[config.mk]
export PLATFORM = sky130hd
export DESIGN_NAME = iocp_port_map
export DESIGN_NICKNAME = d
export VERILOG_FILES = /design/src/iocp_port_map.v
export VERILOG_INCLUDE_DIRS = /design/src /design/src/src
export SDC_FILE = /design/constraint.sdc
export NUM_CORES = 1
export LEC_CHECK = 0
export ABC_CLOCK_PERIOD_IN_PS = 3000
export BUFFER_PORTS_ARGS = -buffer_cell sky130_fd_sc_hd__buf_4
export CORE_MARGIN = 1
export CORE_UTILIZATION = 59
export DETAILED_ROUTE_END_ITERATION = 7
export PLACE_DENSITY = 0.81
export SLEW_MARGIN = 5
export SYNTH_ARGS = -nofsm -noshare
export SYNTH_HDL_FRONTEND = slang
export SYNTH_SLANG_ARGS = --single-unit
[constraint.sdc]
create_clock -name clk_sys -period 3 [get_ports clk_sys]
set_clock_uncertainty 0.1 [all_clocks]
set_input_delay 0.15 -clock clk_sys [delete_from_list [all_inputs] [get_ports clk_sys]]
set_output_delay 0.15 -clock clk_sys [all_outputs]
set_load 0.02 [all_outputs]
[src/iocp_defs.vh]
// constants for the sixteen-port card register map
// assumes a 10 MHz system clock
`ifndef IOCP_DEFS_VH
`define IOCP_DEFS_VH

// ==========================================
// port offsets
`define IOCP_OFS_OUT0_LO      4'h0
`define IOCP_OFS_OUT0_HI      4'h1
`define IOCP_OFS_OUT1_LO      4'h2
`define IOCP_OFS_OUT1_HI      4'h3
`define IOCP_OFS_OUT2_LO      4'h4
`define IOCP_OFS_OUT2_HI      4'h5
`define IOCP_OFS_OUT3_LO      4'h6
`define IOCP_OFS_OUT3_HI      4'h7
`define IOCP_OFS_RELAY_LOW    4'h8
`define IOCP_OFS_RELAY_MID    4'h9
`define IOCP_OFS_RELAY_HIGH   4'ha
`define IOCP_OFS_SOFT_RESET   4'hb
`define IOCP_OFS_CHAN_CTRL    4'hc
`define IOCP_OFS_CONV_START   4'hd
`define IOCP_OFS_ENC_CTRL     4'he
`define IOCP_OFS_WDOG         4'hf

// ==========================================
// field positions
`define IOCP_CH_MEANING_BIT   3
`define IOCP_EN_WDOG_BIT      0
`define IOCP_EN_OUT_BIT       1
`define IOCP_ENC_OP_BIT       2
`define IOCP_ST_WDOG_BIT      4
`define IOCP_ST_UNI_BIT       3
`define IOCP_ST_OUT_EN_BIT    2
`define IOCP_ST_BUSY_BIT      1
`define IOCP_ST_FAULT_BIT     0

// ==========================================
// reset values
`define IOCP_RST_BYTE         8'h00
`define IOCP_RST_NIBBLE       4'h0
`define IOCP_RST_WORD12       12'h000
`define IOCP_RST_WORD16       16'h0000

// ==========================================
// timing
`define IOCP_CLK_HZ           10000000
`define IOCP_CONV_TIME_NS     9000
`define IOCP_CONV_CYCLES      ((`IOCP_CONV_TIME_NS * (`IOCP_CLK_HZ / 1000000)) / 1000)
`define IOCP_WDOG_SHORT_MS    700
`define IOCP_WDOG_LONG_MS     11200
`define IOCP_WDOG_SHORT_CYC   (`IOCP_WDOG_SHORT_MS * (`IOCP_CLK_HZ / 1000))
`define IOCP_WDOG_LONG_CYC    (`IOCP_WDOG_LONG_MS * (`IOCP_CLK_HZ / 1000))

`endif

[src/iocp_port_map.v]
// register bank of the sixteen-port i/o card, host side is an 8-bit i/o bus
// assumes bus strobes and address are synchronous to clk_sys, one cycle each
`timescale 1ns/1ps
`include "iocp_defs.vh"

module iocp_port_map #(
   parameter [31:0] CONV_CYCLES  = `IOCP_CONV_CYCLES,
   parameter [31:0] WDOG_SHORT   = `IOCP_WDOG_SHORT_CYC,
   parameter [31:0] WDOG_LONG    = `IOCP_WDOG_LONG_CYC
) (
   input  wire        clk_sys,
   input  wire        reset_n,
   input  wire [7:0]  bus_addr,
   input  wire [7:0]  bus_wdata,
   input  wire        bus_wr,
   input  wire        bus_rd,
   output reg  [7:0]  bus_rdata,
   output wire        bus_sel,
   input  wire [3:0]  base_strap,
   input  wire        polarity_strap,
   input  wire        wdog_short_strap,
   input  wire        card_fault_in,
   output reg  [47:0] analog_out,
   output wire        outputs_enabled_flag,
   output wire [23:0] relay_out,
   input  wire [23:0] relay_in,
   output wire [2:0]  conv_channel,
   output reg         conv_sample,
   input  wire [11:0] conv_data_in,
   input  wire [2:0]  enc_count_up,
   input  wire [2:0]  enc_count_down,
   output wire        watchdog_expired_flag
);

   // ==========================================
   // address decode
   wire [3:0] ofs = bus_addr[3:0];
   assign bus_sel = (bus_addr[7:4] == base_strap);
   wire wr = bus_wr & bus_sel;
   wire rd = bus_rd & bus_sel;

   // soft reset lasts one cycle and reuses the power-up branches
   wire soft_rst = wr & (ofs == `IOCP_OFS_SOFT_RESET);
   wire rst_all = ~reset_n | soft_rst;

   // ==========================================
   // analog output holding and output registers
   reg [7:0] out0_lo_reg;
   reg [7:0] out1_lo_reg;
   reg [7:0] out2_lo_reg;
   reg [7:0] out3_lo_reg;

   reg [3:0] out0_hi_reg;
   reg [3:0] out1_hi_reg;
   reg [3:0] out2_hi_reg;
   reg [3:0] out3_hi_reg;

   // holding kept across soft reset; relays, enables, channel, converter, encoders and watchdog are cleared
   always @(posedge clk_sys) begin
      if (~reset_n) begin
         out0_lo_reg <= `IOCP_RST_BYTE;
         out1_lo_reg <= `IOCP_RST_BYTE;
         out2_lo_reg <= `IOCP_RST_BYTE;
         out3_lo_reg <= `IOCP_RST_BYTE;
         out0_hi_reg <= `IOCP_RST_NIBBLE;
         out1_hi_reg <= `IOCP_RST_NIBBLE;
         out2_hi_reg <= `IOCP_RST_NIBBLE;
         out3_hi_reg <= `IOCP_RST_NIBBLE;
      end else if (wr) begin
         case (ofs)
            `IOCP_OFS_OUT0_LO: out0_lo_reg <= bus_wdata;
            `IOCP_OFS_OUT0_HI: out0_hi_reg <= bus_wdata[3:0];
            `IOCP_OFS_OUT1_LO: out1_lo_reg <= bus_wdata;
            `IOCP_OFS_OUT1_HI: out1_hi_reg <= bus_wdata[3:0];
            `IOCP_OFS_OUT2_LO: out2_lo_reg <= bus_wdata;
            `IOCP_OFS_OUT2_HI: out2_hi_reg <= bus_wdata[3:0];
            `IOCP_OFS_OUT3_LO: out3_lo_reg <= bus_wdata;
            `IOCP_OFS_OUT3_HI: out3_hi_reg <= bus_wdata[3:0];
            default: ;
         endcase
      end
   end

   // all four channels move on one edge, so no channel lags another
   always @(posedge clk_sys) begin
      if (~reset_n) begin
         analog_out <= {4{`IOCP_RST_WORD12}};
      end else if (rd && ofs == `IOCP_OFS_OUT0_LO) begin
         analog_out <= {out3_hi_reg, out3_lo_reg, out2_hi_reg, out2_lo_reg,
                        out1_hi_reg, out1_lo_reg, out0_hi_reg, out0_lo_reg};
      end
   end

   // ==========================================
   // relays and enables
   reg [7:0]  relay_bank_low_reg;
   reg [7:0]  relay_bank_mid_reg;
   reg [7:0]  relay_bank_high_reg;

   reg        wdog_en_reg;
   reg        out_en_reg;
   reg [2:0]  chan_reg;

   // each bank loads all eight channels on one edge, no half-written bank shows
   always @(posedge clk_sys) begin
      if (rst_all) begin
         relay_bank_low_reg <= `IOCP_RST_BYTE;
      end else if (wr && ofs == `IOCP_OFS_RELAY_LOW) begin
         relay_bank_low_reg <= bus_wdata;
      end
   end

   always @(posedge clk_sys) begin
      if (rst_all) begin
         relay_bank_mid_reg <= `IOCP_RST_BYTE;
      end else if (wr && ofs == `IOCP_OFS_RELAY_MID) begin
         relay_bank_mid_reg <= bus_wdata;
      end
   end

   always @(posedge clk_sys) begin
      if (rst_all) begin
         relay_bank_high_reg <= `IOCP_RST_BYTE;
      end else if (wr && ofs == `IOCP_OFS_RELAY_HIGH) begin
         relay_bank_high_reg <= bus_wdata;
      end
   end

   always @(posedge clk_sys) begin
      if (rst_all) begin
         wdog_en_reg <= 1'b0;
         out_en_reg  <= 1'b0;
      end else if (wr && ofs == `IOCP_OFS_CHAN_CTRL && bus_wdata[`IOCP_CH_MEANING_BIT]) begin
         wdog_en_reg <= bus_wdata[`IOCP_EN_WDOG_BIT];
         out_en_reg  <= bus_wdata[`IOCP_EN_OUT_BIT];
      end
   end

   // channel taken at any time; settling before a start is the host's concern
   always @(posedge clk_sys) begin
      if (rst_all) begin
         chan_reg <= 3'h0;
      end else if (wr && ofs == `IOCP_OFS_CHAN_CTRL && !bus_wdata[`IOCP_CH_MEANING_BIT]) begin
         chan_reg <= bus_wdata[2:0];
      end
   end

   assign relay_out = {relay_bank_high_reg, relay_bank_mid_reg, relay_bank_low_reg};
   assign outputs_enabled_flag = out_en_reg;
   assign conv_channel = chan_reg;

   // ==========================================
   // converter sequence
   localparam ST_IDLE = 2'b01;
   localparam ST_CONV = 2'b10;

   reg [1:0]  conv_state_reg;
   reg [15:0] conv_cnt_reg;
   reg [11:0] result_reg;

   always @(posedge clk_sys) begin
      if (rst_all) begin
         conv_state_reg <= ST_IDLE;
         conv_cnt_reg   <= 16'h0000;
         conv_sample    <= 1'b0;
      end else begin
         conv_sample <= 1'b0;
         case (conv_state_reg)
            ST_IDLE: begin
               if (wr && ofs == `IOCP_OFS_CONV_START) begin
                  conv_state_reg <= ST_CONV;
                  conv_cnt_reg   <= CONV_CYCLES[15:0] - 16'h0001;
                  conv_sample    <= 1'b1;
               end
            end
            ST_CONV: begin
               // a second start during busy is ignored
               if (conv_cnt_reg == 16'h0000) begin
                  conv_state_reg <= ST_IDLE;
               end else begin
                  conv_cnt_reg <= conv_cnt_reg - 16'h0001;
               end
            end
            default: conv_state_reg <= ST_IDLE;
         endcase
      end
   end
   wire busy = conv_state_reg[1];
   wire conv_done = busy && (conv_cnt_reg == 16'h0000);

   // result held until the next conversion ends, so reads in between stay paired
   always @(posedge clk_sys) begin
      if (rst_all) begin
         result_reg <= `IOCP_RST_WORD12;
      end else if (conv_done) begin
         result_reg <= conv_data_in;
      end
   end

   // ==========================================
   // encoder counters
   reg  [15:0] enc_latch_reg;
   wire [1:0]  pick = bus_wdata[1] ? 2'd2 : {1'b0, bus_wdata[0]};
   wire        enc_wr = wr & (ofs == `IOCP_OFS_ENC_CTRL);
   wire [47:0] enc_cnt_all;
   genvar      g;

   // count enables stand in for quadrature; both at once cancel
   generate
      for (g = 0; g < 3; g = g + 1) begin : g_enc
         reg  [15:0] cnt_reg;
         wire        clr_hit = enc_wr & bus_wdata[`IOCP_ENC_OP_BIT] & ({30'h0, pick} == g);

         always @(posedge clk_sys) begin
            if (rst_all) begin
               cnt_reg <= `IOCP_RST_WORD16;
            end else if (clr_hit) begin
               cnt_reg <= `IOCP_RST_WORD16;
            end else if (enc_count_up[g] && !enc_count_down[g]) begin
               cnt_reg <= cnt_reg + 16'h0001;
            end else if (enc_count_down[g] && !enc_count_up[g]) begin
               cnt_reg <= cnt_reg - 16'h0001;
            end
         end
         assign enc_cnt_all[g*16 +: 16] = cnt_reg;
      end
   endgenerate

   // one shared latch: both byte reads see the same capture
   always @(posedge clk_sys) begin
      if (rst_all) begin
         enc_latch_reg <= `IOCP_RST_WORD16;
      end else if (enc_wr && !bus_wdata[`IOCP_ENC_OP_BIT]) begin
         enc_latch_reg <= enc_cnt_all[pick*16 +: 16];
      end
   end

   // ==========================================
   // watchdog
   reg  [31:0] wdog_cnt_reg;
   reg         wdog_exp_reg;
   wire [31:0] wdog_len = wdog_short_strap ? WDOG_SHORT : WDOG_LONG;
   wire        wdog_restart = wr && (ofs == `IOCP_OFS_WDOG);
   wire        wdog_end = wdog_cnt_reg >= wdog_len - 32'h00000001;

   // counter runs only while enabled; restart and disable both start it over
   always @(posedge clk_sys) begin
      if (rst_all) begin
         wdog_cnt_reg <= 32'h00000000;
      end else if (!wdog_en_reg || wdog_restart) begin
         wdog_cnt_reg <= 32'h00000000;
      end else if (!wdog_end) begin
         wdog_cnt_reg <= wdog_cnt_reg + 32'h00000001;
      end
   end

   // expired flag is sticky: only a card reset clears it, a restart does not
   always @(posedge clk_sys) begin
      if (rst_all) begin
         wdog_exp_reg <= 1'b0;
      end else if (wdog_en_reg && !wdog_restart && wdog_end) begin
         wdog_exp_reg <= 1'b1;
      end
   end
   assign watchdog_expired_flag = wdog_exp_reg;

   // ==========================================
   // read data, registered; upper status bits read as zero
   // status bit positions follow the shared field map
   reg [7:0] status;
   always @* begin
      status = `IOCP_RST_BYTE;
      status[`IOCP_ST_WDOG_BIT]   = wdog_exp_reg;
      status[`IOCP_ST_UNI_BIT]    = polarity_strap;
      status[`IOCP_ST_OUT_EN_BIT] = out_en_reg;
      status[`IOCP_ST_BUSY_BIT]   = busy;
      status[`IOCP_ST_FAULT_BIT]  = card_fault_in;
   end

   // high nibble frozen at the low-byte read, so a pair never mixes two results
   reg [3:0] res_hi_reg;
   always @(posedge clk_sys) begin
      if (rst_all) begin
         res_hi_reg <= `IOCP_RST_NIBBLE;
      end else if (rd && ofs == `IOCP_OFS_CHAN_CTRL) begin
         res_hi_reg <= result_reg[11:8];
      end
   end

   always @(posedge clk_sys) begin
      if (~reset_n) begin
         bus_rdata <= `IOCP_RST_BYTE;
      end else if (rd) begin
         case (ofs)
            `IOCP_OFS_RELAY_LOW:  bus_rdata <= relay_in[7:0];
            `IOCP_OFS_RELAY_MID:  bus_rdata <= relay_in[15:8];
            `IOCP_OFS_SOFT_RESET: bus_rdata <= status;
            `IOCP_OFS_CHAN_CTRL:  bus_rdata <= result_reg[7:0];
            `IOCP_OFS_CONV_START: bus_rdata <= {4'h0, res_hi_reg};
            `IOCP_OFS_ENC_CTRL:   bus_rdata <= enc_latch_reg[7:0];
            `IOCP_OFS_WDOG:       bus_rdata <= enc_latch_reg[15:8];
            `IOCP_OFS_OUT0_LO:    bus_rdata <= `IOCP_RST_BYTE;
            `IOCP_OFS_OUT0_HI:    bus_rdata <= `IOCP_RST_BYTE;
            `IOCP_OFS_OUT1_LO:    bus_rdata <= `IOCP_RST_BYTE;
            `IOCP_OFS_OUT1_HI:    bus_rdata <= `IOCP_RST_BYTE;
            `IOCP_OFS_OUT2_LO:    bus_rdata <= `IOCP_RST_BYTE;
            `IOCP_OFS_OUT2_HI:    bus_rdata <= `IOCP_RST_BYTE;
            `IOCP_OFS_OUT3_LO:    bus_rdata <= `IOCP_RST_BYTE;
            `IOCP_OFS_OUT3_HI:    bus_rdata <= `IOCP_RST_BYTE;
            `IOCP_OFS_RELAY_HIGH: bus_rdata <= `IOCP_RST_BYTE;
            default:              bus_rdata <= `IOCP_RST_BYTE;
         endcase
      end
   end

endmodule

==> reports/results.tsv <==
stage	metric	value	unit
sta	WHS	0.03294	ns
clock_network	CTS clk-pin slew, worst paths	0.06	ns
clock_network	CTS tree	done	
die	Core ar.	21090	µm²
clock_network	CTS max path bufs	3	
placement	hpwl dp	22.33	mm
die	# rows	53	
critical_path	crit path launch	wdog_cnt_reg[17]	
logic_synthesis	Synth Instances	1549	
run	Max Cap Viol	0	
hold_path	Hold Path Class	input pin to register	
cells_and_area	final core utilization	72.48	%
cells_and_area	Final Cell Area	15280	µm²
power_and_ir_drop	PwrDens	652.7	nW/µm²
sta	Slew Viols, Final	0	
grt	first-pass GRT wire length	53.43	mm
route	ANT nets after route	0	
grt	vias in the first global route	11140	
clock_network	htree depth	1	
sta	Final Setup Violations	0	
logic_synthesis	Syn Area/Cell	8.233	µm²
logic_synthesis	cell area after synthesis	12750	µm²
logic_synthesis	synth warn	0	
clock_network	CTS Root Cell	clkbuf_16	
route	vias per cell	5.799	
route	via count	11630	
critical_path	Worst EP required	3.37	ns
hold_path	Hold Crit Start	bus_addr[1]	
sta	fin crit share	91.49	%
sta	minimum clock period	2.745	ns
critical_path	Data arrival, critical path	3.11	ns
critical_path	CP startpoint kind	register	
logic_synthesis	Post-synth EDFFs	0	
placement	RD Place Congestion	0.8781	
route	DR iter-0 viols	884	
grt	total gr overflow	0	
die	Die Ht	149.0	µm
die	Die Wd	149.0	µm
sta	Least-Margin Pin Slew	1.004	ns
critical_path	CP Max Fanout	11	
cells_and_area	flip-flop and latch area	5305	µm²
power_and_ir_drop	Leak Pwr	0.006481	µW
logic_synthesis	Post-Syn Nets	1679	
cells_and_area	commonest non-fill, non-tap cell in the layout	dfxtp_1	
critical_path	Setup crit end kind	register	
route	routed len/inst	16.58	µm
sta	final hold vios	0	
placement	DP Area	14120	µm²
logic_synthesis	ys flop type	dfxtp_1	
clock_network	Sink Count	265	
cells_and_area	multi-input logic area	7037	µm²
logic_synthesis	Post-synth ARST share	0	%
route	drt drc	0	
cells_and_area	# nets final	1840	
sta	RSZ-0062 raised after global routing	false	
grt	initial antenna violation count	0	
cells_and_area	area delta synth->final	19.85	%
die	# IOs	156	
cells_and_area	Fill cells	1607	
sta	setup TNS	0	ns
sta	Highest Clock Rate	0.3643	GHz
clock_network	cts bufs inserted	27	
route	Routed Wire Length	33.24	mm
sta	Worst slew margin	32.45	%
cells_and_area	Ant. Diodes	0	
route	DRT Pass-1 Iters	6	
die	die footprint	22210	µm²
grt	largest net degree at the start of global routing	100	
power_and_ir_drop	Max IR drop VDD	0.5582	mV
clock_network	Clock Latency Late Sink	0.53	ns
logic_synthesis	register area share after synthesis	41.60	%
critical_path	Setup Crit Path Kind	register to register	
logic_synthesis	synthesized flop and latch total	265	
cells_and_area	most frequent cells in the layout	dfxtp_1 (265), nor2_1 (227), nand2_1 (220)	
run_status	status	finished, final reports clean	
logic_synthesis	Cell variety after synth	64	
critical_path	reg2reg start	wdog_cnt_reg[17]	
power_and_ir_drop	total power	9977	µW
placement	# port buffers	147	
cells_and_area	layout cells sized above 1	13.82	%
grt	GRT Total Usage	29.53	%
die	Initial Utilization	60.48	%
[final timing paths]
| check | to | slack [ns] | cells past startpoint |
|---|---|---|---|
| min reg2reg | analog_out[17] | 0.35 | 2 |
| min | bus_rdata[2] | 0.03 | 4 |
| max | wdog_cnt_reg[20] | 0.26 | 8 |
| max reg2reg | wdog_cnt_reg[20] | 0.26 | 8 |
[critical path: stages (launching register included)]
cell and delay (ns):
dfxtp_1 0.40, ha_1 0.28, a21o_1 0.18, a21o_1 0.20, a2111oi_4 0.40, a2bb2oi_4 0.30
nand3_2 0.26, or3_1 0.40, a21oi_1 0.14
[where the power goes]
group	total [µW]	internal, µW	switching (µW)
Sequential	3970	3740	223
Clock	3170	1770	1400
Combinational	2840	1310	1530
[per-layer routing]
metal,GRT usage (%),share of wire [%],wire (µm)
met2,50.67,48,16080
met4,12.70,4.4,1452
met3,3.823,5.5,1828
met1,37.10,42,13880
met5,0,0,0
[stage by stage]
step	instances	setup WS [ns]
floorplan	1549	0.2683
global placement	1923	0.1895
detailed placement	1923	0.06537
CTS	2004	0.1019
global route	2005	0.1120
finish	2005	0.2552
[Yosys cell counts, types with 4 or more instances]
cell type  instances  share of area, %
o21ai_1            4              0.16
a22o_1             4              0.27
nand4_1           19              0.93
buf_1              4              0.12
buf_2             17              0.67
xnor2_1           29               2.0
a222oi_1           4              0.31
a22oi_1            4              0.24
a21oi_1          195               7.7
or4_1              7              0.41
nor3_1            11              0.43
mux2i_1           89               7.0
xor2_1            41               2.8
nand2b_1           6              0.29
a21o_1            17               1.0
nand2_1          220               6.5
o31ai_1            8              0.47
clkbuf_1          56               1.6
o211ai_1           5              0.29
o22ai_1            7              0.34
nand4b_1           8              0.55
ha_1              58               5.7
nor2b_1            8              0.39
or3_1             10              0.49
dfxtp_1          265                42
nor4_1             9              0.44
o21ai_0           40               1.6
a211oi_1           6              0.35
a31oi_1           11              0.54
nand3_1           54               2.1
inv_1             28              0.82
and3_1            11              0.54
and2_1            12              0.59
o21a_1             9              0.53
nor2_1           227               6.7
[layout make-up]
| class | instances | share of cell area (%) |
|---|---|---|
| clock buffers | 34 | 4.658 |
| clock inverters | 15 | 0.7695 |
| inverters | 30 | 0.7367 |
| multi-input cells | 1176 | 46.04 |
| flip-flops and latches | 265 | 34.71 |
| well taps | 275 | 2.251 |
| repair buffers | 210 | 10.84 |
[repair_timing]
item | in CTS | in global routing
setup buffers | 0 | 1
endpoints found under the hold margin | 78 | 0
setup endpoints to repair | 0 | 8
gates resized for setup | 0 | 1
hold buffers | 32 | 0
[kinds of logic after synthesis]
| logic type | Yosys count | synth area share, % |
|---|---|---|
| and+or+nand+nor | 621 | 21.61 |
| adders and majority gates | 61 | 6.161 |
| AOI/OAI and AO/OA | 334 | 15.39 |
| xor gates and xnor gates | 70 | 4.807 |
| DFF | 265 | 41.60 |
| muxes | 90 | 7.073 |
| buffers and inverters | 108 | 3.355 |
Power figures use the tool's default switching activity.
